**config.mk**
```make
export PLATFORM = sky130hd
export DESIGN_NAME = cps_sequencer
export DESIGN_NICKNAME = d
export VERILOG_FILES = /design/src/inc/cps_pkg.sv /design/src/hdl/cps_data_mem.sv /design/src/hdl/cps_ret_stack.sv /design/src/hdl/cps_sequencer.sv
export SDC_FILE = /design/constraint.sdc
export NUM_CORES = 1
export LEC_CHECK = 0
export BUFFER_PORTS_ARGS = -buffer_cell sky130_fd_sc_hd__buf_2
export CORE_ASPECT_RATIO = 0.75
export CORE_MARGIN = 2
export CORE_UTILIZATION = 55
export CTS_CLUSTER_DIAMETER = 120
export DETAILED_ROUTE_END_ITERATION = 7
export GPL_TIMING_DRIVEN = 0
export PLACE_DENSITY_LB_ADDON = 0.25
export SYNTH_ARGS = -nofsm -noshare
export SYNTH_HDL_FRONTEND = slang
export SYNTH_SLANG_ARGS = --single-unit
```
**constraint.sdc**
```tcl
create_clock -name sys_clk -period 17.95 [get_ports sys_clk]
set_input_delay 1.795 -clock sys_clk [delete_from_list [all_inputs] [get_ports sys_clk]]
set_output_delay 1.795 -clock sys_clk [all_outputs]
set_load 0.01 [all_outputs]
```
**src/inc/cps_pkg.sv**
```systemverilog
// Constants and types of the program sequencer
// Summary of operation
// - Instruction address advances by instruction length
// - Taken branch loads operand target address
// - Call saves return address, then jumps
// - Return restores saved return address
// - Reset sets instruction address to zero
// - One-bit depth: call up, return down
// - Depth overflow or underflow forces system reset
// - No direct write path to depth
// - 11-bit return stack, low byte shares last word
// - Reset leaves return stack untouched
// - Touching last word spoils stack upper bits
// - Program memory gives 10-bit word per step
// - Test region access redirects to zero
// - 4-bit data words, also paired as bytes
// - Reset clears data word zero only
// - Table pointer: control high nibble, word zero
// - Table pointer reads zero after reset
// - Accumulator has no reset
package cps_pkg;

  // ---------------------------------------------------------------
  // Widths
  // ---------------------------------------------------------------
  localparam int IA_W = 11;
  localparam int TP_W = 12;
  localparam int PW_W = 10;
  localparam int NIB_W = 4;
  localparam int DM_DEPTH = 32;
  localparam int DM_IDX_W = 5;
  localparam int STK_HI_W = IA_W - 8;

  // ---------------------------------------------------------------
  // Reset values and fixed addresses
  // ---------------------------------------------------------------
  localparam logic [IA_W-1:0] IA_RST = 11'h000;
  localparam logic [TP_W-1:0] TEST_BASE = 12'h07ea;
  localparam logic [IA_W-1:0] BR_LEN = 11'h002;
  localparam logic [IA_W-1:0] PLAIN_LEN = 11'h001;
  localparam logic [7:0] WORD_ZERO_RST = 8'h00;
  localparam logic [NIB_W-1:0] CTRL_HI_RST = 4'h0;
  localparam logic [STK_HI_W-1:0] STK_HI_POISON = 3'h7;
  localparam logic [3:0] LAST_PAIR = 4'hf;

  // ---------------------------------------------------------------
  // Register byte offsets
  // ---------------------------------------------------------------
  localparam logic [5:0] OFS_CMD = 6'h00;
  localparam logic [5:0] OFS_OPERAND = 6'h04;
  localparam logic [5:0] OFS_INSTR = 6'h08;
  localparam logic [5:0] OFS_STATUS = 6'h0c;
  localparam logic [5:0] OFS_ACC = 6'h10;
  localparam logic [5:0] OFS_TABLE_PTR = 6'h14;
  localparam logic [5:0] OFS_FETCH = 6'h18;
  localparam logic [5:0] OFS_TABLE_DATA = 6'h1c;
  localparam logic [5:0] OFS_RET_STACK = 6'h20;
  localparam logic [5:0] OFS_MEM_DATA = 6'h24;
  localparam logic [5:0] OFS_CTRL_ZERO = 6'h28;

  // ---------------------------------------------------------------
  // Field positions
  // ---------------------------------------------------------------
  localparam int ST_DEPTH_BIT = 0;
  localparam int ST_BUSY_BIT = 1;
  localparam int ST_HANG_BIT = 2;
  localparam int ST_TEST_BIT = 3;
  localparam int MEM4_DATA_LSB = 8;
  localparam int MEM8_DATA_LSB = 4;
  localparam int CTRL_HI_LSB = 4;

  // ---------------------------------------------------------------
  // Commands and states
  // ---------------------------------------------------------------
  typedef enum logic [3:0] {
    OP_NOP = 4'h0,
    OP_STEP = 4'h1,
    OP_BRANCH_ALWAYS = 4'h2,
    OP_BRANCH_IF_CARRY = 4'h3,
    OP_BRANCH_IF_NO_CARRY = 4'h4,
    OP_BRANCH_IF_FLAG = 4'h5,
    OP_BRANCH_IF_NO_FLAG = 4'h6,
    OP_CALL = 4'h7,
    OP_RET = 4'h8,
    OP_TABLE = 4'h9,
    OP_WR4 = 4'ha,
    OP_RD4 = 4'hb,
    OP_WR8 = 4'hc,
    OP_RD8 = 4'hd,
    OP_ACC_LOAD = 4'he,
    OP_ACC_FROM_MEM = 4'hf
  } cps_op_type;

  typedef enum logic [2:0] {
    ST_IDLE = 3'b001,
    ST_EXEC = 3'b010,
    ST_FETCH = 3'b100
  } cps_state_type;

endpackage : cps_pkg

```
**src/hdl/cps_data_mem.sv**
```systemverilog
// Data memory of 32 nibbles with paired byte access
`timescale 1ns/10ps
module cps_data_mem (
  // Clock and reset
  input wire logic sys_clk,
  input wire logic rst_n,
  input wire logic soft_rst,
  // Nibble access
  input wire logic wr4_en,
  input wire logic [cps_pkg::DM_IDX_W-1:0] wr4_idx,
  input wire logic [cps_pkg::NIB_W-1:0] wr4_data,
  input wire logic [cps_pkg::DM_IDX_W-1:0] rd4_idx,
  output logic [cps_pkg::NIB_W-1:0] rd4_data,
  // Pair access
  input wire logic wr8_en,
  input wire logic [3:0] wr8_idx,
  input wire logic [7:0] wr8_data,
  input wire logic [3:0] rd8_idx,
  output logic [7:0] rd8_data,
  // Return stack low byte and pointer byte
  input wire logic stk_en,
  input wire logic [7:0] stk_data,
  output logic [7:0] pair_zero,
  output logic [7:0] pair_last
);
  import cps_pkg::*;

  logic [NIB_W-1:0] mem [DM_DEPTH];

  assign rd4_data = mem[rd4_idx];
  assign rd8_data = {mem[{1'b1, rd8_idx}], mem[{1'b0, rd8_idx}]};
  assign pair_zero = {mem[16], mem[0]};
  assign pair_last = {mem[31], mem[15]};

  // Only pair zero resets; the rest keeps its content across reset
  always_ff @(posedge sys_clk or negedge rst_n) begin
    if (!rst_n) begin
      mem[0] <= WORD_ZERO_RST[3:0];
      mem[16] <= WORD_ZERO_RST[7:4];
    end else if (soft_rst) begin
      mem[0] <= WORD_ZERO_RST[3:0];
      mem[16] <= WORD_ZERO_RST[7:4];
    end else begin
      if (wr4_en) begin
        mem[wr4_idx] <= wr4_data;
      end
      if (wr8_en) begin
        mem[{1'b0, wr8_idx}] <= wr8_data[3:0];
        mem[{1'b1, wr8_idx}] <= wr8_data[7:4];
      end
      if (stk_en) begin
        mem[15] <= stk_data[3:0];
        mem[31] <= stk_data[7:4];
      end
    end
  end

endmodule : cps_data_mem

```
**src/hdl/cps_ret_stack.sv**
```systemverilog
// Return stack upper bits and one-bit depth with fault detection
`timescale 1ns/10ps
module cps_ret_stack (
  // Clock and reset
  input wire logic sys_clk,
  input wire logic rst_n,
  input wire logic soft_rst,
  // Stack requests
  input wire logic push,
  input wire logic pop,
  input wire logic [cps_pkg::STK_HI_W-1:0] push_hi,
  input wire logic touch_last,
  // State
  output logic stack_depth,
  output logic [cps_pkg::STK_HI_W-1:0] stack_hi,
  output logic fault
);
  import cps_pkg::*;

  // A second call or an unmatched return means the program is lost
  assign fault = (push & stack_depth) | (pop & ~stack_depth);

  // Only call, return and reset move the depth
  always_ff @(posedge sys_clk or negedge rst_n) begin
    if (!rst_n) begin
      stack_depth <= 1'b0;
    end else if (soft_rst) begin
      stack_depth <= 1'b0;
    end else if (push) begin
      stack_depth <= 1'b1;
    end else if (pop) begin
      stack_depth <= 1'b0;
    end
  end

  // No reset here: the saved address survives any reset
  always_ff @(posedge sys_clk) begin
    if (push & ~fault) begin
      stack_hi <= push_hi;
    end else if (touch_last) begin
      stack_hi <= STK_HI_POISON;
    end
  end

endmodule : cps_ret_stack

```
**src/hdl/cps_sequencer.sv**
```systemverilog
// Program sequencer and register core with Avalon-MM access
//
// The Avalon-MM slave port and the register addresses were left to the implementer.
`timescale 1ns/10ps
module cps_sequencer (
  // Clock and reset
  input wire logic sys_clk,
  input wire logic rst_n,
  // Avalon-MM slave
  input wire logic [5:0] avs_address,
  input wire logic avs_read,
  input wire logic avs_write,
  input wire logic [31:0] avs_writedata,
  input wire logic [3:0] avs_byteenable,
  output logic [31:0] avs_readdata,
  output logic avs_waitrequest,
  // Program memory
  output logic [cps_pkg::TP_W-1:0] prog_addr,
  input wire logic [cps_pkg::PW_W-1:0] prog_data,
  // Branch conditions
  input wire logic carry_flag,
  input wire logic status_flag,
  // System reset from stack fault
  output logic hang_reset
);
  import cps_pkg::*;

  // ---------------------------------------------------------------
  // Registers
  // ---------------------------------------------------------------
  cps_state_type state;
  cps_state_type next_state;
  cps_op_type op;
  logic [IA_W-1:0] instr_addr;
  logic [TP_W-1:0] operand;
  logic [NIB_W-1:0] acc;
  logic [NIB_W-1:0] ctrl_zero_hi;
  logic [PW_W-1:0] fetch_word;
  logic [PW_W-1:0] table_data;
  logic [7:0] mem_data;
  logic hang_flag;
  logic test_flag;
  logic rd_ack;

  // ---------------------------------------------------------------
  // Submodule outputs
  // ---------------------------------------------------------------
  logic [NIB_W-1:0] rd4_data;
  logic [7:0] rd8_data;
  logic [7:0] pair_zero;
  logic [7:0] pair_last;
  logic stack_depth;
  logic [STK_HI_W-1:0] stack_hi;
  logic stk_fault;

  // ---------------------------------------------------------------
  // Helpers
  // ---------------------------------------------------------------
  function automatic logic in_test(input logic [TP_W-1:0] addr);
    in_test = addr >= TEST_BASE;
  endfunction : in_test

  // ---------------------------------------------------------------
  // Bus decode
  // ---------------------------------------------------------------
  wire sel_cmd = avs_address == OFS_CMD;
  wire sel_operand = avs_address == OFS_OPERAND;
  wire sel_instr = avs_address == OFS_INSTR;
  wire sel_status = avs_address == OFS_STATUS;
  wire sel_acc = avs_address == OFS_ACC;
  wire sel_tp = avs_address == OFS_TABLE_PTR;
  wire sel_fetch = avs_address == OFS_FETCH;
  wire sel_tdata = avs_address == OFS_TABLE_DATA;
  wire sel_stack = avs_address == OFS_RET_STACK;
  wire sel_mdata = avs_address == OFS_MEM_DATA;
  wire sel_ctrl = avs_address == OFS_CTRL_ZERO;

  wire is_idle = state == ST_IDLE;
  wire in_exec = state == ST_EXEC;

  // Inputs of a running command are held off until it finishes
  wire sel_hold = sel_cmd | sel_operand | sel_ctrl;
  wire wr_stall = avs_write & sel_hold & ~is_idle;
  assign avs_waitrequest = (avs_read & ~rd_ack) | wr_stall;
  wire wr_go = avs_write & ~wr_stall;

  wire cmd_take = wr_go & sel_cmd & avs_byteenable[0];
  wire take_table = cmd_take & (avs_writedata[3:0] == OP_TABLE);
  wire status_wr = wr_go & sel_status & avs_byteenable[0];
  wire hang_clr = status_wr & avs_writedata[ST_HANG_BIT];
  wire test_clr = status_wr & avs_writedata[ST_TEST_BIT];

  // ---------------------------------------------------------------
  // Command decode
  // ---------------------------------------------------------------
  wire op_step = op == OP_STEP;
  wire op_call = op == OP_CALL;
  wire op_ret = op == OP_RET;
  wire op_table = op == OP_TABLE;
  wire op_wr4 = op == OP_WR4;
  wire op_rd4 = op == OP_RD4;
  wire op_wr8 = op == OP_WR8;
  wire op_rd8 = op == OP_RD8;
  wire op_acc_mem = op == OP_ACC_FROM_MEM;
  wire is_branch = (op >= OP_BRANCH_ALWAYS) && (op <= OP_BRANCH_IF_NO_FLAG);
  wire is_mem4 = op_wr4 | op_rd4 | op_acc_mem;
  wire is_mem = is_mem4 | op_wr8 | op_rd8;

  wire br_taken = (op == OP_BRANCH_ALWAYS) |
                  ((op == OP_BRANCH_IF_CARRY) & carry_flag) |
                  ((op == OP_BRANCH_IF_NO_CARRY) & ~carry_flag) |
                  ((op == OP_BRANCH_IF_FLAG) & status_flag) |
                  ((op == OP_BRANCH_IF_NO_FLAG) & ~status_flag);

  // ---------------------------------------------------------------
  // Next instruction address
  // ---------------------------------------------------------------
  wire [IA_W-1:0] step_len = op_step ? IA_W'(operand[1:0]) :
                             (is_branch | op_call) ? BR_LEN : PLAIN_LEN;
  wire [IA_W-1:0] seq_addr = IA_W'(instr_addr + step_len);
  wire [IA_W-1:0] ret_addr = IA_W'(instr_addr + BR_LEN);
  wire [IA_W-1:0] stack_addr = {stack_hi, pair_last};
  wire [TP_W-1:0] table_ptr = {ctrl_zero_hi, pair_zero};

  wire [IA_W-1:0] raw_next = (br_taken | op_call) ? operand[IA_W-1:0] :
                             op_ret ? stack_addr :
                             op_table ? instr_addr :
                             seq_addr;

  wire push = in_exec & op_call;
  wire pop = in_exec & op_ret;
  wire soft_rst = in_exec & stk_fault;
  wire tp_test = in_test(table_ptr);
  wire ia_test = in_test({1'b0, raw_next});
  wire test_hit = in_exec & (op_table ? tp_test : ia_test);

  wire [IA_W-1:0] next_instr_addr = (soft_rst | test_hit) ? IA_RST : raw_next;
  wire touch_last = in_exec & is_mem & (operand[3:0] == LAST_PAIR);

  // ---------------------------------------------------------------
  // Sequencing state
  // ---------------------------------------------------------------
  always_comb begin
    next_state = state;
    unique case (state)
      ST_IDLE: begin
        if (cmd_take) begin
          next_state = ST_EXEC;
        end
      end
      ST_EXEC: begin
        next_state = ST_FETCH;
      end
      ST_FETCH: begin
        next_state = ST_IDLE;
      end
      default: begin
        next_state = ST_IDLE;
      end
    endcase
  end

  always_ff @(posedge sys_clk or negedge rst_n) begin
    if (!rst_n) begin
      state <= ST_IDLE;
    end else begin
      state <= next_state;
    end
  end

  always_ff @(posedge sys_clk or negedge rst_n) begin
    if (!rst_n) begin
      op <= OP_NOP;
    end else if (cmd_take) begin
      op <= cps_op_type'(avs_writedata[3:0]);
    end
  end

  always_ff @(posedge sys_clk or negedge rst_n) begin
    if (!rst_n) begin
      operand <= '0;
    end else if (wr_go & sel_operand) begin
      if (avs_byteenable[0]) begin
        operand[7:0] <= avs_writedata[7:0];
      end
      if (avs_byteenable[1]) begin
        operand[TP_W-1:8] <= avs_writedata[TP_W-1:8];
      end
    end
  end

  always_ff @(posedge sys_clk or negedge rst_n) begin
    if (!rst_n) begin
      instr_addr <= IA_RST;
    end else if (in_exec) begin
      instr_addr <= next_instr_addr;
    end
  end

  // ---------------------------------------------------------------
  // Program memory port
  // ---------------------------------------------------------------
  // Table reads borrow the port for one cycle, then it returns to code
  always_ff @(posedge sys_clk or negedge rst_n) begin
    if (!rst_n) begin
      prog_addr <= {1'b0, IA_RST};
    end else if (take_table) begin
      prog_addr <= table_ptr;
    end else if (in_exec) begin
      prog_addr <= {1'b0, next_instr_addr};
    end
  end

  always_ff @(posedge sys_clk or negedge rst_n) begin
    if (!rst_n) begin
      fetch_word <= '0;
    end else if (!in_exec) begin
      fetch_word <= prog_data;
    end
  end

  always_ff @(posedge sys_clk or negedge rst_n) begin
    if (!rst_n) begin
      table_data <= '0;
    end else if (in_exec & op_table & ~tp_test) begin
      table_data <= prog_data;
    end
  end

  // ---------------------------------------------------------------
  // Accumulator, data path and control nibble
  // ---------------------------------------------------------------
  // No reset: software must load it before use
  always_ff @(posedge sys_clk) begin
    if (in_exec & (op == OP_ACC_LOAD)) begin
      acc <= operand[NIB_W-1:0];
    end else if (in_exec & op_acc_mem) begin
      acc <= rd4_data;
    end
  end

  always_ff @(posedge sys_clk or negedge rst_n) begin
    if (!rst_n) begin
      mem_data <= '0;
    end else if (in_exec & op_rd4) begin
      mem_data <= {4'h0, rd4_data};
    end else if (in_exec & op_rd8) begin
      mem_data <= rd8_data;
    end
  end

  always_ff @(posedge sys_clk or negedge rst_n) begin
    if (!rst_n) begin
      ctrl_zero_hi <= CTRL_HI_RST;
    end else if (soft_rst) begin
      ctrl_zero_hi <= CTRL_HI_RST;
    end else if (wr_go & sel_ctrl & avs_byteenable[0]) begin
      ctrl_zero_hi <= avs_writedata[CTRL_HI_LSB +: NIB_W];
    end
  end

  // ---------------------------------------------------------------
  // Sticky status, set wins over clear
  // ---------------------------------------------------------------
  always_ff @(posedge sys_clk or negedge rst_n) begin
    if (!rst_n) begin
      hang_flag <= 1'b0;
      test_flag <= 1'b0;
      hang_reset <= 1'b0;
    end else begin
      hang_reset <= soft_rst;
      if (soft_rst) begin
        hang_flag <= 1'b1;
      end else if (hang_clr) begin
        hang_flag <= 1'b0;
      end
      if (test_hit) begin
        test_flag <= 1'b1;
      end else if (test_clr) begin
        test_flag <= 1'b0;
      end
    end
  end

  // ---------------------------------------------------------------
  // Read path
  // ---------------------------------------------------------------
  logic [31:0] status_word;

  always_comb begin
    status_word = '0;
    status_word[ST_DEPTH_BIT] = stack_depth;
    status_word[ST_BUSY_BIT] = ~is_idle;
    status_word[ST_HANG_BIT] = hang_flag;
    status_word[ST_TEST_BIT] = test_flag;
  end

  // Unmapped and write-only offsets read as zero
  wire [31:0] rd_mux = sel_operand ? 32'(operand) :
                       sel_instr ? 32'(instr_addr) :
                       sel_status ? status_word :
                       sel_acc ? 32'(acc) :
                       sel_tp ? 32'(table_ptr) :
                       sel_fetch ? 32'(fetch_word) :
                       sel_tdata ? 32'(table_data) :
                       sel_stack ? 32'(stack_addr) :
                       sel_mdata ? 32'(mem_data) :
                       sel_ctrl ? 32'({ctrl_zero_hi, 4'h0}) :
                       32'h0000_0000;

  always_ff @(posedge sys_clk or negedge rst_n) begin
    if (!rst_n) begin
      rd_ack <= 1'b0;
      avs_readdata <= 32'h0000_0000;
    end else begin
      rd_ack <= avs_read & ~rd_ack;
      if (avs_read & ~rd_ack) begin
        avs_readdata <= rd_mux;
      end
    end
  end

  // ---------------------------------------------------------------
  // Data memory and return stack
  // ---------------------------------------------------------------
  cps_data_mem u_data_mem (
    .sys_clk(sys_clk),
    .rst_n(rst_n),
    .soft_rst(soft_rst),
    .wr4_en(in_exec & op_wr4),
    .wr4_idx(operand[DM_IDX_W-1:0]),
    .wr4_data(operand[MEM4_DATA_LSB +: NIB_W]),
    .rd4_idx(operand[DM_IDX_W-1:0]),
    .rd4_data(rd4_data),
    .wr8_en(in_exec & op_wr8),
    .wr8_idx(operand[3:0]),
    .wr8_data(operand[MEM8_DATA_LSB +: 8]),
    .rd8_idx(operand[3:0]),
    .rd8_data(rd8_data),
    .stk_en(push & ~stk_fault),
    .stk_data(ret_addr[7:0]),
    .pair_zero(pair_zero),
    .pair_last(pair_last)
  );

  cps_ret_stack u_ret_stack (
    .sys_clk(sys_clk),
    .rst_n(rst_n),
    .soft_rst(soft_rst),
    .push(push),
    .pop(pop),
    .push_hi(ret_addr[IA_W-1:8]),
    .touch_last(touch_last),
    .stack_depth(stack_depth),
    .stack_hi(stack_hi),
    .fault(stk_fault)
  );

endmodule : cps_sequencer

```
# Word-level counts from Yosys, hierarchy flattened
# Index checks and enable logic that the tools add are counted.
# classes
addsub	2
multipliers	0
n_div	0
n_lt_le_gt_ge	10
n_eq_ne	30
shift	0
n_mux	61
n_bitwise	62
n_reduce_logical	16
# op_table
operator	count
bitwise mux 128 bit	3
2-to-1 mux 128 bit	3
2-to-1 mux 12 bit	7
2-to-1 mux 11 bit	7
2-to-1 mux 4 bit	17
binary-select mux 4 bit (select 5 bit)	3
demux 4 bit (select 5 bit)	3
equality test 4 bit, second input constant	10
AND 1 bit	35
2-to-1 mux 8 bit	4
equality test 6 x 5 -> 1 bit, second input constant	4
equality test 6 bit, second input constant	3
greater-or-equal comparator 6 bit, second input constant	3
less-than comparator 6 x 1 -> 1 bit, second input constant	3
equality test 4 x 3 -> 1 bit, second input constant	4
bitwise OR 1 bit	15
nonzero test 2 bit	7
equality test 6 x 4 -> 1 bit, second input constant	2
greater-or-equal comparator 12 x 11 -> 1 bit, second input constant	1
NOT 5 -> 6 bit	2
adder 11 x 2 -> 11 bit	1
adder 11 x 2 -> 11 bit, second input constant	1
greater-or-equal comparator 11 bit, second input constant	1
2-to-1 mux 3 bit	3
17 further kinds	39
# totals
regBits	246
latch_bits	0
ramBits	0
rom_bits	0
in_bits	58
out_inout_bits	46
memories	0

# Logic depth before layout (Yosys ltp)
# depth
ltp_word	16
depth_mapped	17
mapped_depth_nobuf	14

# Hierarchy
# From an unflattened synthesis, not the netlist that was laid out.
# hier_totals
hier_cells	1418
hier_area_um2	14747.9
# by_module_without_submodules
mod	instances	cells_per_inst	area_per_inst_um2	seq_area_each_um2
cps_data_mem	1	791	9023.7	3803.6
cps_sequencer	1	614	5539.1	2373.5
cps_ret_stack	1	13	185.2	115.1

# Least setup slack after synthesis
# No wires, ideal clock.
# synth_timing
path_type	input to register
from	input port rst_n
to	register u_data_mem.mem[100] (netlist bit), enable pin
setup_ns	0.614
t_arrival_ns	7.001
path_slack_ns	10.334
stages	1
n_path_buf	0
cell_sequence	nor2b_1
# synth_between
elab_chain_cells	1
# synth_lines
element	line_no	source
start: declaration	cps_sequencer.sv:8	input wire logic rst_n,
AND reduction 2 bit (no line)	--	
end signal: indexed assignment	cps_data_mem.sv:45	mem[wr4_idx] <= wr4_data;
end signal: indexed assignment	cps_data_mem.sv:48	mem[{1'b0, wr8_idx}] <= wr8_data[3:0];
end signal: indexed assignment	cps_data_mem.sv:49	mem[{1'b1, wr8_idx}] <= wr8_data[7:4];
end: declaration	cps_data_mem.sv:28	logic [NIB_W-1:0] mem [DM_DEPTH];
# No other way between the ends.
# A chain may end at the register's enable or synchronous reset.

# Worst setup path after layout
# layout_timing
from	input port avs_address[3]
to	output port avs_waitrequest
# layout_between
elab_chain_cells	6
# layout_lines
element	line_no	source
start: declaration	cps_sequencer.sv:10	input wire logic [5:0] avs_address,
equality test 6 x 3 -> 1 bit or zero test 6 bit (tied branches)	cps_sequencer.sv:67, cps_sequencer.sv:66	
bitwise OR 1 bit	cps_sequencer.sv:82	wire sel_hold = sel_cmd | sel_operand | sel_ctrl;
bitwise OR 1 bit *	cps_sequencer.sv:82	
AND 1 bit * (2 in series)	cps_sequencer.sv:83	wire wr_stall = avs_write & sel_hold & ~is_idle;
bitwise OR 1 bit *	cps_sequencer.sv:84	assign avs_waitrequest = (avs_read & ~rd_ack) | wr_stall;
end: declaration	cps_sequencer.sv:16	output logic avs_waitrequest,
# Mark *: on every way between the ends. The rest lies on a longest branch, timed or not.

==> flow_summary.ini <==
[outcome]
run_status = complete, no violations

[layout]
diodes = 0
drive_gt1_share_pct = 21.78
finalNetCount = 1372
num-fill-cells = 1847
area_growth_pct = 12.06
stdcell_area_um2 = 14660
regArea_um2 = 6292
multiInputGateArea_um2 = 6286

[grt]
grt_max_degree = 52
track_usage_pct = 31.25
grt_antenna_before_repair = 0
grt_pass1_wl_mm = 58.15
grt_pass1_vias = 9513
grt_overflow_total = 0

[synthesis]
synthSimpleGateAreaFrac_pct = 13.65
synthMuxAreaShare_pct = 21.11
synth-seq-cells = 226
synth_edf_count = 127
avgSynthCellArea_um2 = 10.89
syn_area_um2 = 13080
synth-seq-area-share_pct = 48.09
dominantRegCellSynth = edfxtp_1
synth_top_family_by_area = multiplexers
syn_inst = 1201
synth_xor_xnor_area_share_pct = 1.004
postSynth.asyncResetShare_pct = 43.81
synthAdderAreaFrac_pct = 0.4399
ys_warn_count = 0
synth_compound_area_share_pct = 11.22
ys_types = 78

[run]
drv_cap = 0

[critical_path]
cp_slowest_cell = clkbuf_1
cp-start-kind = primary input
arrival_ns = 3.73
max_stage_delay_ns = 0.48
required_ns = 16.15
crit_type = primary input to output pin
crit_path_end_kind = output pin
critical_path.max_fanout = 10
worstPathCellList = buf_2, buf_1, clkbuf_1, clkbuf_1, o21ai_0, nand3b_1, nand2_1, buf_2

[detailed_routing]
wl_per_cell_um = 23.73
ant_nets = 0
first_iter_violations = 1524
drt_wl_total_mm = 38.62
route.detailed.drc = 0
via_per_inst = 6.405
drt_pass1_iterations = 8
vias = 10421

[floorplan]
fp.coreArea_um2 = 23180
fp.dieW_um = 182.1
num_io_pins = 104
die_h_um = 137.6
fp.dieArea_um2 = 25050
initial_core_util_pct = 56.44
rows = 48

[clock_tree]
clockRootBuffer = clkbuf_16
cts.htree.levels = 1
cts_hold_buf = 0
post_cts_buffers = 0
clock_sinks = 226
cts.clk_slew.worst_paths_ns = 0.06
cts_buffers = 23
clock_latency_ns = 0.53
cts.path.max_buffers = 3
cts_resized = 0
cts_tree = built

[pwr]
p_leak_nw = 5.748
peakVddDrop_uv = 90.36
p_per_area_nw_per_um2 = 86.62

[place]
dpl.hpwl_mm = 28.21
portBuffers = 60
place.gp.congestion = 0.9641
postPlaceCellArea_um2 = 13960

[timing]
setup_viol = 0
period_share_pct = 30.80
max_slew.worst_pin.slew_ns = 1.034
finClkSkew_ns = 0.008852
setup_tns_ns = 0
max_slew_margin_pct = 31.06
finalHoldViolCount = 0
slew_violations = 0
rsz0062_at_grt = false
timing.fmax_mhz = 180.9
min_period_ns = 5.529

[hold_path]
hold_class = flop to flop
[cell usage after synthesis (3+ instances only)]
| cell | n | area [um^2] |
|---|---|---|
| o32a_1 | 3 | 30.03 |
| buf_4 | 22 | 165.2 |
| or2_2 | 3 | 18.77 |
| o21ai_0 | 54 | 270.3 |
| and4_1 | 3 | 26.28 |
| a22o_1 | 3 | 26.28 |
| a21oi_1 | 94 | 470.5 |
| a31oi_1 | 3 | 18.77 |
| buf_6 | 5 | 56.30 |
| ha_1 | 3 | 37.54 |
| dfrtp_1 | 98 | 2452 |
| a221o_1 | 7 | 70.07 |
| and2_1 | 3 | 18.77 |
| nor2_1 | 140 | 525.5 |
| nand4_1 | 7 | 43.79 |
| buf_1 | 9 | 33.78 |
| a211oi_1 | 8 | 60.06 |
| xnor2_1 | 12 | 105.1 |
| a21o_1 | 4 | 30.03 |
| nand2_1 | 145 | 544.3 |
| a221oi_1 | 6 | 52.55 |
| a22oi_1 | 12 | 90.09 |
| mux2_2 | 85 | 957.2 |
| nand2b_1 | 8 | 50.05 |
| o21ai_2 | 6 | 52.55 |
| o21ai_1 | 4 | 20.02 |
| nor3_1 | 5 | 25.02 |
| nor3b_1 | 3 | 22.52 |
| edfxtp_1 | 127 | 3814 |
| o22ai_1 | 10 | 62.56 |
| or3_1 | 4 | 25.02 |
| inv_1 | 13 | 48.80 |
| nor4_1 | 3 | 18.77 |
| clkbuf_1 | 59 | 221.5 |
| buf_2 | 10 | 50.05 |
| nor2b_1 | 14 | 87.58 |
| nand3b_1 | 3 | 22.52 |
| nand3_1 | 26 | 130.1 |
| mux4_2 | 40 | 900.9 |
| xor2_1 | 3 | 26.28 |
| mux2i_1 | 88 | 880.8 |
[through the flow]
stage / setup WS, ns / std cells / power [W] / hold slack [ns] / util [%]
after floorplan: 10.33 / 1220 / 0.0007398 / 0.4380 / -
after global placement: 6.052 / 1580 / 0.0008074 / 0.4528 / 59.66
after detailed placement: 12.51 / 1585 / 0.0008115 / 0.4611 / 60.20
after CTS: 12.50 / 1627 / 0.001267 / 0.4759 / 63.24
after global routing: 12.27 / 1627 / 0.001308 / 0.5036 / 63.24
final: 12.42 / 1627 / 0.001270 / 0.4720 / 63.24
[report_power, final]
part | switching (W) | total [W] | internal [W]
combinational | 0.000132 | 0.000217 | 0.0000853
clock | 0.000202 | 0.000461 | 0.000259
sequential | 0.0000152 | 0.000592 | 0.000577
[layout by cell type (no fill, tap or decap), types with 4 or more instances in the layout]
master,instances
inv_1,13
a221o_1,7
mux4_2,40
buf_4,23
nand2_1,145
or3_1,4
dfrtp_1,98
nand3_1,26
nand2b_1,8
o21ai_2,6
a21o_1,4
a21oi_1,94
mux2_2,85
nor2_1,140
buf_6,5
xnor2_1,12
a22oi_1,12
mux2i_1,88
o21ai_1,4
o21ai_0,54
conb_1,20
nor3_1,5
o22ai_1,10
clkbuf_1,69
clkbuf_8,5
buf_2,69
clkbuf_16,23
a221oi_1,6
nor2b_1,13
buf_1,9
nand4_1,7
a211oi_1,8
edfxtp_1,127
[cell type report]
cell class | instances | area share [%]
sequential | 226 | 42.92
multi-input combinational | 874 | 42.87
clock buffer | 38 | 4.651
buffer | 106 | 3.627
timing repair buffer | 65 | 2.850
tap | 300 | 2.560
inverter | 14 | 0.3584
clock inverter | 4 | 0.1621
[worst paths after layout]
kind | to | cells after the start | from | slack (ns)
worst max register to register | instr_addr[5] | 16 | operand[1] | 13.08
worst min register to register | fetch_word[7] | 2 | fetch_word[7] | 0.47
max in group asynchronous | state[0] | 2 | rst_n | 15.88
min in group asynchronous | prog_addr[3] | 1 | rst_n | 1.32
worst max-delay path | avs_waitrequest | 8 | avs_address[3] | 12.42
worst min-delay path | fetch_word[7] | 2 | fetch_word[7] | 0.47
[registers in the layout, indices dropped and copies added, names as in the netlist, 3 cells and up]
register / count
state: 3
fetch_word: 10
u_data_mem.pair_last: 8
mem_data: 8
acc: 4
operand: 12
instr_addr: 11
op: 4
u_ret_stack.stack_hi: 3
u_data_mem.mem: 112
table_data: 10
avs_readdata: 12
prog_addr: 12
ctrl_zero_hi: 4
u_data_mem.pair_zero: 8
[cell families after synthesis]
group / count (synthesis)
AOI/OAI and AO/OA: 234
xor gates and xnor gates: 15
adders and majority gates: 4
buffers and inverters: 120
DFF: 226
muxes: 214
other: 1
and+or+nand+nor: 387
[critical path: cells and delay by family]
kind	cells	cell delay, ns
buf+inv	5	1.57
compound gates	1	0.19
simple gates	2	0.18
[metal layers]
layer	part of all wire, %	vias up	GRT usage [%]	routed length (um)
li1	-	4619	-	-
met1	42	5043	46.48	16230
met2	40	678	41.86	15420
met3	15	81	12.66	5856
met4	2.9	0	8.692	1113
met5	0	-	0	0
Note: power is estimated with default switching activity, not from simulation.
